File: config.mk
export PLATFORM = sky130hd
export DESIGN_NAME = vit_irq_ctrl
export DESIGN_NICKNAME = d
export VERILOG_FILES = /design/src/vit_pkg.sv /design/src/vit_free_timer.sv /design/src/vit_irq_ctrl.sv
export SDC_FILE = /design/constraint.sdc
export NUM_CORES = 1
export LEC_CHECK = 0
export BUFFER_PORTS_ARGS = -buffer_cell sky130_fd_sc_hd__buf_4
export CELL_PAD_IN_SITES_DETAIL_PLACEMENT = 1
export CELL_PAD_IN_SITES_GLOBAL_PLACEMENT = 1
export CORE_ASPECT_RATIO = 1.5
export CORE_UTILIZATION = 41
export CTS_CLUSTER_SIZE = 24
export DETAILED_ROUTE_END_ITERATION = 16
export GPL_ROUTABILITY_DRIVEN = 0
export MAX_ROUTING_LAYER = met4
export PLACE_DENSITY_LB_ADDON = 0.2
export SYNTH_ARGS = -nofsm -noshare
export SYNTH_HDL_FRONTEND = slang
export SYNTH_SLANG_ARGS = --single-unit
File: constraint.sdc
create_clock -name core_clk_i -period 2 [get_ports core_clk_i]
set_input_delay 0.3 -clock core_clk_i [delete_from_list [all_inputs] [get_ports core_clk_i]]
set_output_delay 0.3 -clock core_clk_i [all_outputs]
set_load 0.1 [all_outputs]
File: src/vit_pkg.sv
// Package for the vectored interrupt controller and free-running timer.
// Assumes a single 20 MHz core clock and an Avalon-MM host with 32-bit data.
package vit_pkg;

  // Clock and timer rates
  localparam int unsigned CORE_CLK_HZ = 20_000_000;
  localparam int unsigned TIMER_TICK_HZ = 1_000_000;
  localparam int unsigned TICK_DIV = CORE_CLK_HZ / TIMER_TICK_HZ;
  localparam int unsigned TIMER_W = 12;
  // Tap periods in microseconds and their width in timer bits
  localparam int unsigned TAP_FAST_US = 128;
  localparam int unsigned TAP_SLOW_US = 1024;
  localparam int unsigned TAP_FAST_BITS = $clog2(TAP_FAST_US);
  localparam int unsigned TAP_SLOW_BITS = $clog2(TAP_SLOW_US);

  // Register indices; byte address is four times the index
  localparam logic [7:0] REG_PORT0_IRQ_ENABLE = 8'h04;
  localparam logic [7:0] REG_PORT1_IRQ_ENABLE = 8'h05;
  localparam logic [7:0] REG_PORT0_IRQ_POLARITY = 8'h06;
  localparam logic [7:0] REG_PORT1_IRQ_POLARITY = 8'h07;
  localparam logic [7:0] REG_GLOBAL_IRQ_ENABLE = 8'h20;
  localparam logic [7:0] REG_ENDPOINT_IRQ_ENABLE = 8'h21;
  localparam logic [7:0] REG_TIMER_COUNT_LOW = 8'h24;
  localparam logic [7:0] REG_TIMER_COUNT_HIGH = 8'h25;
  localparam logic [7:0] REG_IRQ_STATUS = 8'h28;
  localparam logic [7:0] REG_IRQ_VECTOR = 8'h29;

  // Reset values
  localparam logic [7:0] RST_PORT_ENABLE = 8'h00;
  localparam logic [7:0] RST_PORT_POLARITY = 8'h00;
  localparam logic [7:0] RST_GLOBAL_ENABLE = 8'h00;
  localparam logic [7:0] RST_ENDPOINT_ENABLE = 8'h00;

  // Source numbers, also the vector index; lower number wins
  localparam int unsigned NUM_SRC = 7;
  localparam int unsigned SRC_BUS_RESET = 0;
  localparam int unsigned SRC_TAP_FAST = 1;
  localparam int unsigned SRC_TAP_SLOW = 2;
  localparam int unsigned SRC_EP0 = 3;
  localparam int unsigned SRC_EP1 = 4;
  localparam int unsigned SRC_GPIO = 5;
  localparam int unsigned SRC_WAKEUP = 6;

  // Bit positions in the global enable register
  localparam int unsigned GEN_BUS_RESET = 0;
  localparam int unsigned GEN_TAP_FAST = 1;
  localparam int unsigned GEN_TAP_SLOW = 2;
  localparam int unsigned GEN_GPIO = 5;
  localparam int unsigned GEN_WAKEUP = 7;
  // Bit positions in the endpoint enable register
  localparam int unsigned EEN_EP0 = 0;
  localparam int unsigned EEN_EP1 = 1;

  typedef logic [NUM_SRC-1:0] vit_src_t;

  // One bus request as seen by the slave
  typedef struct packed {
    logic read;
    logic write;
    logic [7:0] index;
    logic aligned;
    logic [7:0] wdata;
  } vit_bus_req_t;

  // Bus slave states, Gray along idle -> answer
  typedef enum logic [1:0] {
    VIT_BUS_IDLE = 2'b00,
    VIT_BUS_ANSWER = 2'b01
  } vit_bus_state_t;

endpackage
File: src/vit_free_timer.sv
// Twelve-bit free-running up counter at 1 MHz with two periodic taps.
// Assumes a core clock that is an integer multiple of the tick rate.
`timescale 1ns/1ps
module vit_free_timer #(
  parameter int unsigned CLK_HZ = vit_pkg::CORE_CLK_HZ,
  parameter int unsigned TICK_HZ = vit_pkg::TIMER_TICK_HZ
) (
  // Clock and reset
  input wire logic core_clk_i,
  input wire logic reset_i,
  // Count and taps
  output logic [vit_pkg::TIMER_W-1:0] count_o,
  output logic tap_fast_o,
  output logic tap_slow_o
);
  import vit_pkg::*;

  localparam int unsigned DIV = CLK_HZ / TICK_HZ;
  localparam int unsigned DIV_W = (DIV > 1) ? $clog2(DIV) : 1;
  localparam logic [DIV_W-1:0] DIV_LAST = DIV_W'(DIV - 1);
  localparam logic [TAP_FAST_BITS-1:0] FAST_LAST = '1;
  localparam logic [TAP_SLOW_BITS-1:0] SLOW_LAST = '1;

  // Divider needs a whole, nonzero ratio
  if (DIV < 1 || (CLK_HZ % TICK_HZ) != 0) begin : g_bad_div
    $error("vit_free_timer: clock must be a whole multiple of the tick rate");
  end

  logic [DIV_W-1:0] div_q;
  logic tick;

  assign tick = (div_q == DIV_LAST);

  // One-cycle tick enable every microsecond
  always_ff @(posedge core_clk_i) begin
    if (reset_i || tick) begin
      div_q <= '0;
    end else begin
      div_q <= div_q + 1'b1;
    end
  end

  // Counting never stops; readers only sample it [RQ3] [RQ9]
  always_ff @(posedge core_clk_i) begin
    if (reset_i) begin
      count_o <= '0;
    end else if (tick) begin
      count_o <= count_o + 1'b1;
    end
  end

  // Taps pulse as the low bits wrap [RQ4]
  always_ff @(posedge core_clk_i) begin
    if (reset_i) begin
      tap_fast_o <= 1'b0;
      tap_slow_o <= 1'b0;
    end else begin
      tap_fast_o <= tick && (count_o[TAP_FAST_BITS-1:0] == FAST_LAST);
      tap_slow_o <= tick && (count_o[TAP_SLOW_BITS-1:0] == SLOW_LAST);
    end
  end

endmodule // vit_free_timer

File: src/vit_irq_ctrl.sv
// Vectored interrupt controller with its free-running timer and GPIO edge logic.
// Assumes synchronous inputs, one 20 MHz clock and an Avalon-MM master.
//
// Operation
// RQ1 - Seven individually enabled sources, each presented with its own vector.
// RQ2 - Sources: bus reset, two timer taps, two endpoints, wake-up, GPIO.
// RQ3 - Twelve-bit up counter advancing once per microsecond from the core clock.
// RQ4 - Enabled timer taps interrupt every 128 us and every 1.024 ms.
// RQ5 - Endpoint interrupts only after their transaction has completed.
// RQ6 - Per-pin enable picks GPIO pins that may raise the shared request.
// RQ7 - Each GPIO pin has its own polarity setting.
// RQ8 - Polarity chooses rising or falling edge as the trigger.
// RQ9 - Timer count readable any time without disturbing counting.
// RQ10 - Start of PS/2 line activity raises an interrupt.
// RQ11 - Requests latch until acknowledged; need global and source enable. Here only GPIO needs both; the other sources have one enable bit each.
//
// Chosen here: register access over Avalon-MM.
`timescale 1ns/1ps
module vit_irq_ctrl #(
  parameter int unsigned P0_PINS = 8,
  parameter int unsigned P1_PINS = 2
) (
  // Clock and reset
  input wire logic core_clk_i,
  input wire logic reset_i,
  // Avalon-MM slave
  input wire logic [9:0] avs_address_i,
  input wire logic avs_read_i,
  input wire logic avs_write_i,
  input wire logic [31:0] avs_writedata_i,
  input wire logic [3:0] avs_byteenable_i,
  output logic [31:0] avs_readdata_o,
  output logic avs_waitrequest_o,
  // Event sources
  input wire logic usb_bus_reset_i,
  input wire logic ep0_done_i,
  input wire logic ep1_done_i,
  input wire logic wakeup_i,
  input wire logic [P0_PINS-1:0] port0_pins_i,
  input wire logic [P1_PINS-1:0] port1_pins_i,
  input wire logic ps2_clock_line_i,
  input wire logic ps2_data_line_i,
  // Processor side
  input wire logic irq_ack_i,
  input wire logic [2:0] irq_ack_vector_i,
  output logic irq_o,
  output logic [2:0] irq_vector_o
);
  import vit_pkg::*;

  // Port registers are one byte wide
  if (P0_PINS < 1 || P0_PINS > 8) begin : g_bad_p0
    $error("vit_irq_ctrl: port 0 must have 1 to 8 pins");
  end
  if (P1_PINS < 1 || P1_PINS > 8) begin : g_bad_p1
    $error("vit_irq_ctrl: port 1 must have 1 to 8 pins");
  end
  // Status is one byte and the vector three bits wide
  if (NUM_SRC < 1 || NUM_SRC > 8) begin : g_bad_src
    $error("vit_irq_ctrl: source count must be 1 to 8");
  end

  // Lowest set bit wins; returns its index
  // Bus reset and PS/2 start are therefore served first
  function automatic logic [2:0] pick_vector(input vit_src_t req);
    logic [2:0] v;
    v = 3'h0;
    for (int i = NUM_SRC - 1; i >= 0; i--) begin
      if (req[i]) begin
        v = 3'(i);
      end
    end
    return v;
  endfunction

  // Edge selected by polarity: 1 means rising, 0 falling
  function automatic logic pin_edge(input logic cur, input logic prev, input logic pol);
    return pol ? (cur && !prev) : (!cur && prev);
  endfunction

  // Aligned access to one register index
  function automatic logic reg_hit(input vit_bus_req_t r, input logic [7:0] idx);
    return r.aligned && (r.index == idx);
  endfunction

  // Timer
  // Taps are one-cycle pulses that set pending directly
  logic [TIMER_W-1:0] timer_count;
  logic tap_fast;
  logic tap_slow;

  vit_free_timer #(
    .CLK_HZ(CORE_CLK_HZ),
    .TICK_HZ(TIMER_TICK_HZ)
  ) u_timer (
    .core_clk_i(core_clk_i),
    .reset_i(reset_i),
    .count_o(timer_count),
    .tap_fast_o(tap_fast),
    .tap_slow_o(tap_slow)
  );

  // Registers
  logic [7:0] port0_en_q;
  logic [7:0] port1_en_q;
  logic [7:0] port0_pol_q;
  logic [7:0] port1_pol_q;
  logic [7:0] global_en_q;
  logic [7:0] endpoint_en_q;
  logic [7:0] timer_high_hold_q;
  vit_src_t pend_q;
  vit_src_t pend_set;
  vit_src_t pend_clr;
  vit_src_t src_en;
  vit_src_t live;

  // Bus slave
  vit_bus_state_t bus_state_q;
  vit_bus_req_t req;
  logic bus_take;
  logic bus_mapped;
  logic [7:0] rd_byte;
  logic rd_capture;
  logic wr_take;
  vit_src_t status_shown_q;

  assign req.read = avs_read_i;
  assign req.write = avs_write_i;
  assign req.index = avs_address_i[9:2];
  assign req.aligned = (avs_address_i[1:0] == 2'b00);
  assign req.wdata = avs_writedata_i[7:0];

  // Request is taken on the edge where waitrequest is seen low
  assign bus_take = (bus_state_q == VIT_BUS_ANSWER) && (req.read || req.write);
  // Read data, timer high byte and status snapshot are all captured as the
  // request is first seen, one edge before the take, so they agree
  assign rd_capture = (bus_state_q == VIT_BUS_IDLE) && req.read;
  // Byte lane 0 off leaves the register untouched
  assign wr_take = bus_take && req.write && req.aligned && avs_byteenable_i[0];

  always_ff @(posedge core_clk_i) begin
    if (reset_i) begin
      bus_state_q <= VIT_BUS_IDLE;
      avs_waitrequest_o <= 1'b1;
    end else begin
      case (bus_state_q)
        VIT_BUS_IDLE: begin
          if (req.read || req.write) begin
            bus_state_q <= VIT_BUS_ANSWER;
            avs_waitrequest_o <= 1'b0;
          end
        end
        VIT_BUS_ANSWER: begin
          bus_state_q <= VIT_BUS_IDLE;
          avs_waitrequest_o <= 1'b1;
        end
        default: begin
          bus_state_q <= VIT_BUS_IDLE;
          avs_waitrequest_o <= 1'b1;
        end
      endcase
    end
  end

  // Read mux; unmapped addresses read as zero
  always_comb begin
    rd_byte = 8'h00;
    bus_mapped = req.aligned;
    case (req.index)
      REG_PORT0_IRQ_ENABLE: rd_byte = port0_en_q;
      REG_PORT1_IRQ_ENABLE: rd_byte = port1_en_q;
      REG_PORT0_IRQ_POLARITY: rd_byte = port0_pol_q;
      REG_PORT1_IRQ_POLARITY: rd_byte = port1_pol_q;
      REG_GLOBAL_IRQ_ENABLE: rd_byte = global_en_q;
      REG_ENDPOINT_IRQ_ENABLE: rd_byte = endpoint_en_q;
      REG_TIMER_COUNT_LOW: rd_byte = timer_count[7:0]; // [RQ9]
      REG_TIMER_COUNT_HIGH: rd_byte = timer_high_hold_q; // [RQ9]
      REG_IRQ_STATUS: rd_byte = 8'(pend_q);
      REG_IRQ_VECTOR: rd_byte = {4'h0, irq_o, irq_vector_o};
      default: bus_mapped = 1'b0;
    endcase
  end

  // Read data stands from the answer cycle until the next answer
  always_ff @(posedge core_clk_i) begin
    if (reset_i) begin
      avs_readdata_o <= 32'h0000_0000;
    end else if (rd_capture) begin
      avs_readdata_o <= {24'h00_0000, bus_mapped ? rd_byte : 8'h00};
    end
  end

  // Low-byte read freezes the high nibble so two-byte reads agree
  always_ff @(posedge core_clk_i) begin
    if (reset_i) begin
      timer_high_hold_q <= 8'h00;
    end else if (rd_capture && reg_hit(req, REG_TIMER_COUNT_LOW)) begin
      timer_high_hold_q <= 8'(timer_count[TIMER_W-1:8]); // [RQ9]
    end
  end

  // Status read clears only the bits it returned; a source that fires between
  // capture and take stays pending for the next read
  always_ff @(posedge core_clk_i) begin
    if (reset_i) begin
      status_shown_q <= '0;
    end else if (rd_capture && reg_hit(req, REG_IRQ_STATUS)) begin
      status_shown_q <= pend_q;
    end
  end

  // Writable configuration
  // Read-only and unmapped indices ignore writes
  always_ff @(posedge core_clk_i) begin
    if (reset_i) begin
      port0_en_q <= RST_PORT_ENABLE;
      port1_en_q <= RST_PORT_ENABLE;
      port0_pol_q <= RST_PORT_POLARITY;
      port1_pol_q <= RST_PORT_POLARITY;
      global_en_q <= RST_GLOBAL_ENABLE;
      endpoint_en_q <= RST_ENDPOINT_ENABLE;
    end else if (wr_take) begin
      case (req.index)
        REG_PORT0_IRQ_ENABLE: port0_en_q <= req.wdata;
        REG_PORT1_IRQ_ENABLE: port1_en_q <= req.wdata;
        REG_PORT0_IRQ_POLARITY: port0_pol_q <= req.wdata;
        REG_PORT1_IRQ_POLARITY: port1_pol_q <= req.wdata;
        REG_GLOBAL_IRQ_ENABLE: global_en_q <= req.wdata;
        REG_ENDPOINT_IRQ_ENABLE: endpoint_en_q <= req.wdata;
        default: ;
      endcase
    end
  end

  // GPIO edge detection
  logic [P0_PINS-1:0] port0_prev_q;
  logic [P1_PINS-1:0] port1_prev_q;
  logic gpio_armed_q;
  logic gpio_event;

  // First sample after reset only primes the history
  always_ff @(posedge core_clk_i) begin
    if (reset_i) begin
      port0_prev_q <= '0;
      port1_prev_q <= '0;
      gpio_armed_q <= 1'b0;
    end else begin
      port0_prev_q <= port0_pins_i;
      port1_prev_q <= port1_pins_i;
      gpio_armed_q <= 1'b1;
    end
  end

  // Pins share one request; edges in one cycle count once
  always_comb begin
    gpio_event = 1'b0;
    for (int i = 0; i < P0_PINS; i++) begin
      if (port0_en_q[i] && pin_edge(port0_pins_i[i], port0_prev_q[i], port0_pol_q[i])) begin
        gpio_event = gpio_armed_q; // [RQ6] [RQ7] [RQ8]
      end
    end
    for (int i = 0; i < P1_PINS; i++) begin
      if (port1_en_q[i] && pin_edge(port1_pins_i[i], port1_prev_q[i], port1_pol_q[i])) begin
        gpio_event = gpio_armed_q; // [RQ6] [RQ7] [RQ8]
      end
    end
  end

  // PS/2 activity: either idle-high line falling
  // Shares vector 0 with bus reset; both are ORed into the same pending bit at all times
  logic ps2_clk_prev_q;
  logic ps2_dat_prev_q;
  logic ps2_start;

  always_ff @(posedge core_clk_i) begin
    if (reset_i) begin
      ps2_clk_prev_q <= 1'b1;
      ps2_dat_prev_q <= 1'b1;
    end else begin
      ps2_clk_prev_q <= ps2_clock_line_i;
      ps2_dat_prev_q <= ps2_data_line_i;
    end
  end

  assign ps2_start = pin_edge(ps2_clock_line_i, ps2_clk_prev_q, 1'b0)
                   || pin_edge(ps2_data_line_i, ps2_dat_prev_q, 1'b0); // [RQ10]

  // Source gathering
  always_comb begin
    pend_set = '0;
    pend_set[SRC_BUS_RESET] = usb_bus_reset_i || ps2_start; // [RQ2] [RQ10]
    pend_set[SRC_TAP_FAST] = tap_fast; // [RQ4]
    pend_set[SRC_TAP_SLOW] = tap_slow; // [RQ4]
    pend_set[SRC_EP0] = ep0_done_i; // [RQ5]
    pend_set[SRC_EP1] = ep1_done_i; // [RQ5]
    pend_set[SRC_GPIO] = gpio_event; // [RQ6]
    pend_set[SRC_WAKEUP] = wakeup_i; // [RQ2]
  end

  // Global bits 3, 4 and 6 are unused
  always_comb begin
    src_en = '0;
    src_en[SRC_BUS_RESET] = global_en_q[GEN_BUS_RESET];
    src_en[SRC_TAP_FAST] = global_en_q[GEN_TAP_FAST];
    src_en[SRC_TAP_SLOW] = global_en_q[GEN_TAP_SLOW];
    src_en[SRC_EP0] = endpoint_en_q[EEN_EP0];
    src_en[SRC_EP1] = endpoint_en_q[EEN_EP1];
    src_en[SRC_GPIO] = global_en_q[GEN_GPIO];
    src_en[SRC_WAKEUP] = global_en_q[GEN_WAKEUP];
  end

  // Clears: acknowledge of a vector, or a read of the status register
  always_comb begin
    pend_clr = '0;
    // Vector 7 names no source and is ignored
    if (irq_ack_i && (32'(irq_ack_vector_i) < NUM_SRC)) begin
      pend_clr[irq_ack_vector_i] = 1'b1; // [RQ11]
    end
    if (bus_take && req.read && reg_hit(req, REG_IRQ_STATUS)) begin
      pend_clr = pend_clr | status_shown_q;
    end
  end

  // Disabled sources still latch, so enabling later exposes them
  // Set beats clear in the same cycle so no event is lost
  always_ff @(posedge core_clk_i) begin
    if (reset_i) begin
      pend_q <= '0;
    end else begin
      pend_q <= (pend_q & ~pend_clr) | pend_set; // [RQ11]
    end
  end

  assign live = pend_q & src_en; // [RQ1] [RQ11]

  // Presented one cycle after the pending state settles
  always_ff @(posedge core_clk_i) begin
    if (reset_i) begin
      irq_o <= 1'b0;
      irq_vector_o <= 3'h0;
    end else begin
      irq_o <= |live; // [RQ11]
      irq_vector_o <= pick_vector(live); // [RQ1]
    end
  end

endmodule // vit_irq_ctrl

## Word level (Yosys, flattened, before mapping)

Index checks and enable logic that the tools add are counted.

| word-level totals | value |
|---|---|
| bits in registers | 112 |
| word-level logic and storage cells | 170 |

| operators by class | value |
|---|---|
| $add $sub $neg | 2 |
| order comparisons | 3 |
| eq/ne operators | 13 |
| multiplexer cells | 34 |
| bitwise operators | 6 |
| reduce and logical (&&, ||, !) cells | 87 |

Operators with widths:

| cell | count |
|---|---|
| $pmux W8 S10 | 1 |
| $eq A8 B6 Y1 const B | 6 |
| $logic_and A1 B1 Y1 | 47 |
| $eq A8 B3 Y1 const B | 4 |
| $mux W1 | 24 |
| $logic_not A1 Y1 | 22 |
| $and A7 B7 Y7 | 2 |
| $mux W7 | 2 |
| $or A7 B7 Y7 | 2 |
| $add A12 B1 Y12 const B | 1 |
| $reduce_and A2 Y1 | 6 |
| $eq A10 B10 Y1 const B | 1 |
| $reduce_or A10 Y1 | 1 |
| $mux W3 | 3 |
| $mux W8 | 1 |
| $eq A7 B7 Y1 const B | 1 |
| $not A7 Y7 | 1 |
| $reduce_or A7 Y1 | 1 |
| $add A5 B1 Y5 const B | 1 |
| $eq A5 B5 Y1 const B | 1 |
| $reduce_or A5 Y1 | 1 |
| $logic_not A2 Y1 | 2 |
| $logic_or A1 B1 Y1 | 4 |
| $lt A3 B4 Y1 const B | 1 |
| other kinds (7) | 9 |

## Longest topological paths before layout

| depth | value |
|---|---|
| depth in word-level cells | 15 |
| mapped depth | 8 |
| mapped depth without buffers | 6 |

## Cells and area by module

From an unflattened synthesis, not the netlist that was laid out.

| second synthesis, totals | value |
|---|---|
| cell total of the unflattened synthesis | 576 |
| area, all modules | 5,386.4 µm² |

By module, submodules not included:

| module | times used | cells each | area each (µm²) | sequential area each (µm²) |
|---|---|---|---|---|
| vit_irq_ctrl | 1 | 482 | 4,551.9 | 1,861.8 |
| vit_free_timer | 1 | 94 | 834.6 | 380.4 |

## Least setup slack after synthesis

Ideal clock, no wire load.

| timing path | value |
|---|---|
| path type | input -> register |
| start | in avs_address_i[6] |
| end | reg avs_readdata_o[6] |
| library setup time | 80 ps |
| arrival time | 1,683 ps |
| required time | 1,920 ps |
| slack | 237 ps |
| cell stages on the path | 6 |
| buffers on the path | 1 |
| cell sequence | or4b_4 > or3_1 > buf_2 > o21ai_1 > a211oi_1 > a211oi_2 |

| between the ends | value |
|---|---|
| word-level cells in the longest chain between the ends | 4 |

RTL lines:

| element | line | RTL |
|---|---|---|
| start: declaration | vit_irq_ctrl.sv:27 | `input wire logic [9:0] avs_address_i,` |
| $eq A8 B6 Y1 or $eq A8 B3 Y1 (tied branches) | vit_irq_ctrl.sv:169 | `case (req.index)` |
| $reduce_or A10 Y1 (no line) | n/a |  |
| $mux W1 | vit_irq_ctrl.sv:169 |  |
| $mux W8 (*) | vit_irq_ctrl.sv:189 | `avs_readdata_o <= {24'h00_0000, bus_mapped ? rd_byte : 8'h00};` |
| end signal: assignment | vit_irq_ctrl.sv:189 |  |
| end: declaration | vit_irq_ctrl.sv:32 | `output logic [31:0] avs_readdata_o,` |

Mark *: on every way between the ends. The rest lies on a longest branch, timed or not.
A chain may end at the register's enable or synchronous reset.

## Final worst setup path

| timing path | value |
|---|---|
| start | reg u_timer.div_q[0] |
| end | reg u_timer.count_o[6] (netlist name) |

| between the ends | value |
|---|---|
| word-level cells in the longest chain between the ends | 1 |

RTL lines:

| element | line | RTL |
|---|---|---|
| start: declaration | vit_free_timer.sv:29 | `logic [DIV_W-1:0] div_q;` |
| start signal: assignment | vit_free_timer.sv:39 | `div_q <= div_q + 1'b1;` |
| $eq A5 B5 Y1 | vit_free_timer.sv:32 | `assign tick = (div_q == DIV_LAST);` |
| end signal: assignment | vit_free_timer.sv:48 | `count_o <= count_o + 1'b1;` |
| end: declaration | vit_free_timer.sv:12 | `output logic [vit_pkg::TIMER_W-1:0] count_o,` |

Every way passes these cells.

==> results summary <==
The routed length per instance is around 18 um. Counting flops with an async set or reset pin after synthesis yields a share of 0. The remaining antenna violation count came out at 0.

The clock buffer count from CTS came out at 9. The clock latency on the worst-skew pair is 0.35 ns. The via count of the first global-routing pass is around 4,500. Wires add up to roughly 14,000 um. Setup violations remaining at the end of the flow were counted as 0.

The post-route clock skew came out at between 0.005 and 0.006 ns. The area share of the largest cell type after synthesis is 0.435. The leakage power total came out at 0.00261 uW. The flow ran to the end, and the final reports show no timing, DRC or antenna violations. The post-synthesis instance area is 5150 um^2. The initial antenna violation count is 0. The largest stage delay on the critical path came out at approximately 0.36 ns. The total number of H-tree levels came out at 3. After clock tree synthesis, the flow added hold-fix buffers numbering 0. The layout overhead on the synthesized area came out at 17.7%.

The ratio of cells with drive above 1 in the final layout came out at 0.187. The final period utilization came out at 0.926. The initial core utilization came out at 0.425. The power density over cell area came out at 750 nW/um^2. The most used flip-flop cell after synthesis is dfxtp_1.

The worst-case IR drop observed on VDD is 0.393 mV. For this run, design rule violations remaining after detail routing come to 0. The area of the die came out at approximately 13,000 um^2. The hold violation count in the final report came out at 0. The global-route congestion overflow total came out at 0. The worst setup path is launched from a register. The via total after detailed routing is roughly 4,300.

The start point of the worst min-delay path is ps2_clock_line_i. The area of the placeable core is between 10,000 and 15,000 um^2. The sum of net half-perimeters after detailed placement is about 11,000 um. Dividing the detail-routed via count by the number of cells gives about 5.5. The TritonCTS clock tree is yes. The die is around 140 um tall. The clock input transition at the sequential cells of the worst setup and hold paths is around 0.070 ns. The x dimension of the die came out at approximately 94 um.

The data arrival time of the critical path is a little over 2 ns. The critical path in this run is classified as register to register. During synthesis, Yosys emitted a total of 0 warnings.

The TritonCTS sink count came out at roughly 110. The gate count after technology mapping came out at about 560. The setup check on the worst reg-to-reg path leaves a slack of roughly 0.15 ns. The depth of the worst register-to-register path came out at 8. The count of non-filler cells in the finished layout came out at around 780. The design draws 4550 uW. The type of destination of the critical path is a register. Traced cell by cell, the critical path runs through ha_2 -> nor4bb_2 -> buf_4 -> buf_4 -> and3_1 -> nand4_1 -> xor2_1 -> nor2_1.

Synthesis instantiated 56 different standard cells from the library. The count of buffers from port buffering came out at 55. Before antenna repair, the detailed router went through 4 iterations. The relative slew slack is 0.656.

The number of enable flip-flop cells after synthesis is 0. The max-slew violation total from the final report came out at 0. The net count of the finished layout is ~700. The buffer and inverter count on the worst path came out at 2. Data on the critical path is required at its endpoint by 2.22 ns.

The cell type with the highest occurrence count on the critical path is buf_4. The minimum period implied by the final worst setup slack is ~1.9 ns. In this run the critical register-to-register path is captured at u_timer.count_o[6].

The buffer cell driving the clock tree root is clkbuf_16. For hold timing, the worst endpoint is ps2_clk_prev_q. The post-synthesis average cell area came out at about 9.2 um^2. The post-synthesis sequential element count came out at 112. The top-level port count came out at around 110. Setup repair after global routing left no endpoint under its margin. The actual transition at the worst max-transition pin came out at 0.509 ns. The instance count along the most critical hold path came out at 3. Ranked by total cell area, the synthesized netlist is headed by dfxtp_1, mux2i_1, nor2_1, nand2_1, buf_4. Across the run, the number of max-cap violations was 0.

The wire length of the first global-routing pass is roughly 23,000 um. In the post-synthesis netlist, the cell with the most instances is dfxtp_1. The tightest min-delay check is of the input pin to register type. Row generation in the floorplan step produced 49 rows. The number of placed instances, taps included, is ~760.

For this design, the slowest cell found on the critical path is dfxtp_1. The worst register-to-register path begins at u_timer.div_q[0]. The synthesized design spends more area on one cell type than any other, namely dfxtp_1.

The aggregate global-route resource usage came out at 0.233. Sorting the synthesized cells by how often they occur yields dfxtp_1, nor2_1, nand2_1. The sequential-to-total area share from yosys stat came out at 0.435. The maximum number of pins on one net before global-route repair is 104. The maximum number of buffers from clock root to sink is 2.

The antenna cell count came out at 0. The maximum fanout count along the critical path came out at 6. Derived from the worst setup path, the maximum achievable clock frequency is between 500 and 600 MHz.

The cell family contributing the most delay on the critical path is simple AND/OR/NAND/NOR gates. The DRC violation total after the first TritonRoute iteration is roughly 190.
routing by layer:
metal / wire length (um) / up-vias / global-route usage
met3: 449 / 31 / 0.0393
met4: 436 / 0 / 0.0923
met2: 7790 / 90 / 0.421
li1: - / 2066 / -
met5: 0 / - / -
met1: 5550 / 2119 / 0.249
worst register-to-register path, cell delays in order, from the launching register on:
cell and delay [ns]:
dfxtp_1 0.36, ha_2 0.23, nor4bb_2 0.30, buf_4 0.19, buf_4 0.12, and3_1 0.19, nand4_1 0.13, xor2_1 0.15
nor2_1 0.06
cell usage in the layout (no fill, tap or decap), types with 7 or more instances in the layout:
cell       synthesis  final
nand2_1           57     57
mux2i_1           52     52
o21ai_0            7      7
clkbuf_16          0      9
a22oi_1            9      9
nand3_1           18     18
conb_1             1     24
a21oi_1           22     22
nor3b_1            7      7
buf_4             25     80
nor2b_1           17     17
nand2b_1           9      9
dfxtp_1          112    112
nor2_1            76     76
a22o_1            12     12
nor3_1             7      7
cell families after synthesis:
| kind of cell | after synthesis | share of synthesized area |
|---|---|---|
| adder cells (fa/ha/maj) | 2 | 0.00485 |
| AND/OR/NAND/NOR | 228 | 0.223 |
| other | 1 | 0.000728 |
| flip-flops | 112 | 0.435 |
| AO/OA/AOI/OAI | 89 | 0.121 |
| buffers and inverters | 57 | 0.0624 |
| XOR/XNOR | 11 | 0.0187 |
| multiplexers | 62 | 0.134 |
worst max path at each step:
stage / from / to / cells past startpoint / slack, ns
6_report: u_timer.div_q[0] / u_timer.count_o[6] / 8 / 0.15
5_1_grt: u_timer.div_q[0] / u_timer.count_o[10] / 6 / 0.02
4_1_cts: u_timer.div_q[0] / u_timer.count_o[10] / 6 / 0.02
3_5_place_dp: avs_address_i[6] / endpoint_en_q[1] / 7 / -0.06
3_3_place_gp: avs_address_i[6] / endpoint_en_q[2] / 7 / -0.01
2_1_floorplan: avs_address_i[6] / avs_readdata_o[6] / 6 / 0.24
timing repair:
action,4_1_cts,5_1_grt
endpoints found under the setup margin,0,4
buffers inserted,0,5
resized for setup,0,2
endpoints found under the hold margin,0,0
final cells by class:
cell class              count  area, um^2
fillers                  1451        6070
multi-input cells         416        2690
flip-flops and latches    112        2240
repair buffers             82         641
clock buffers              11         243
well taps                 153         191
clock inverters             3        43.8
inverters                   6        22.5
stage by stage:
stage	setup TNS [ns]	setup slack (ns)	util	hold slack, ns	cell area [um^2]
detailed placement	-0.440	-0.0625	0.472	0.441	5740
global placement	-0.0678	-0.0123	0.472	0.428	5740
floorplan	0	0.237	-	0.389	5240
CTS	0	0.0205	0.496	0.124	6020
global route	0	0.0177	0.500	0.147	6070
finish	0	0.149	0.500	0.134	6070
power by group:
part           switching [uW]  internal, uW  total (uW)
logic                     363           121         483
registers                25.8          2260        2280
clock network             791           993        1780
sequential cells by signal (all words and copies together), names as in the netlist:
signal,cells
irq_o,1
status_shown_q,7
u_timer.tap_fast_o,1
pend_q,7
global_en_q,8
timer_high_hold_q,4
port0_prev_q,8
ps2_clk_prev_q,1
port0_en_q,8
avs_readdata_o,8
ps2_dat_prev_q,1
u_timer.count_o,12
avs_waitrequest_o,1
u_timer.div_q,5
u_timer.tap_slow_o,1
endpoint_en_q,8
irq_vector_o,3
port1_pol_q,8
bus_state_q,1
gpio_armed_q,1
port1_en_q,8
port1_prev_q,2
port0_pol_q,8
No activity file was read; power rests on OpenSTA's default activity.
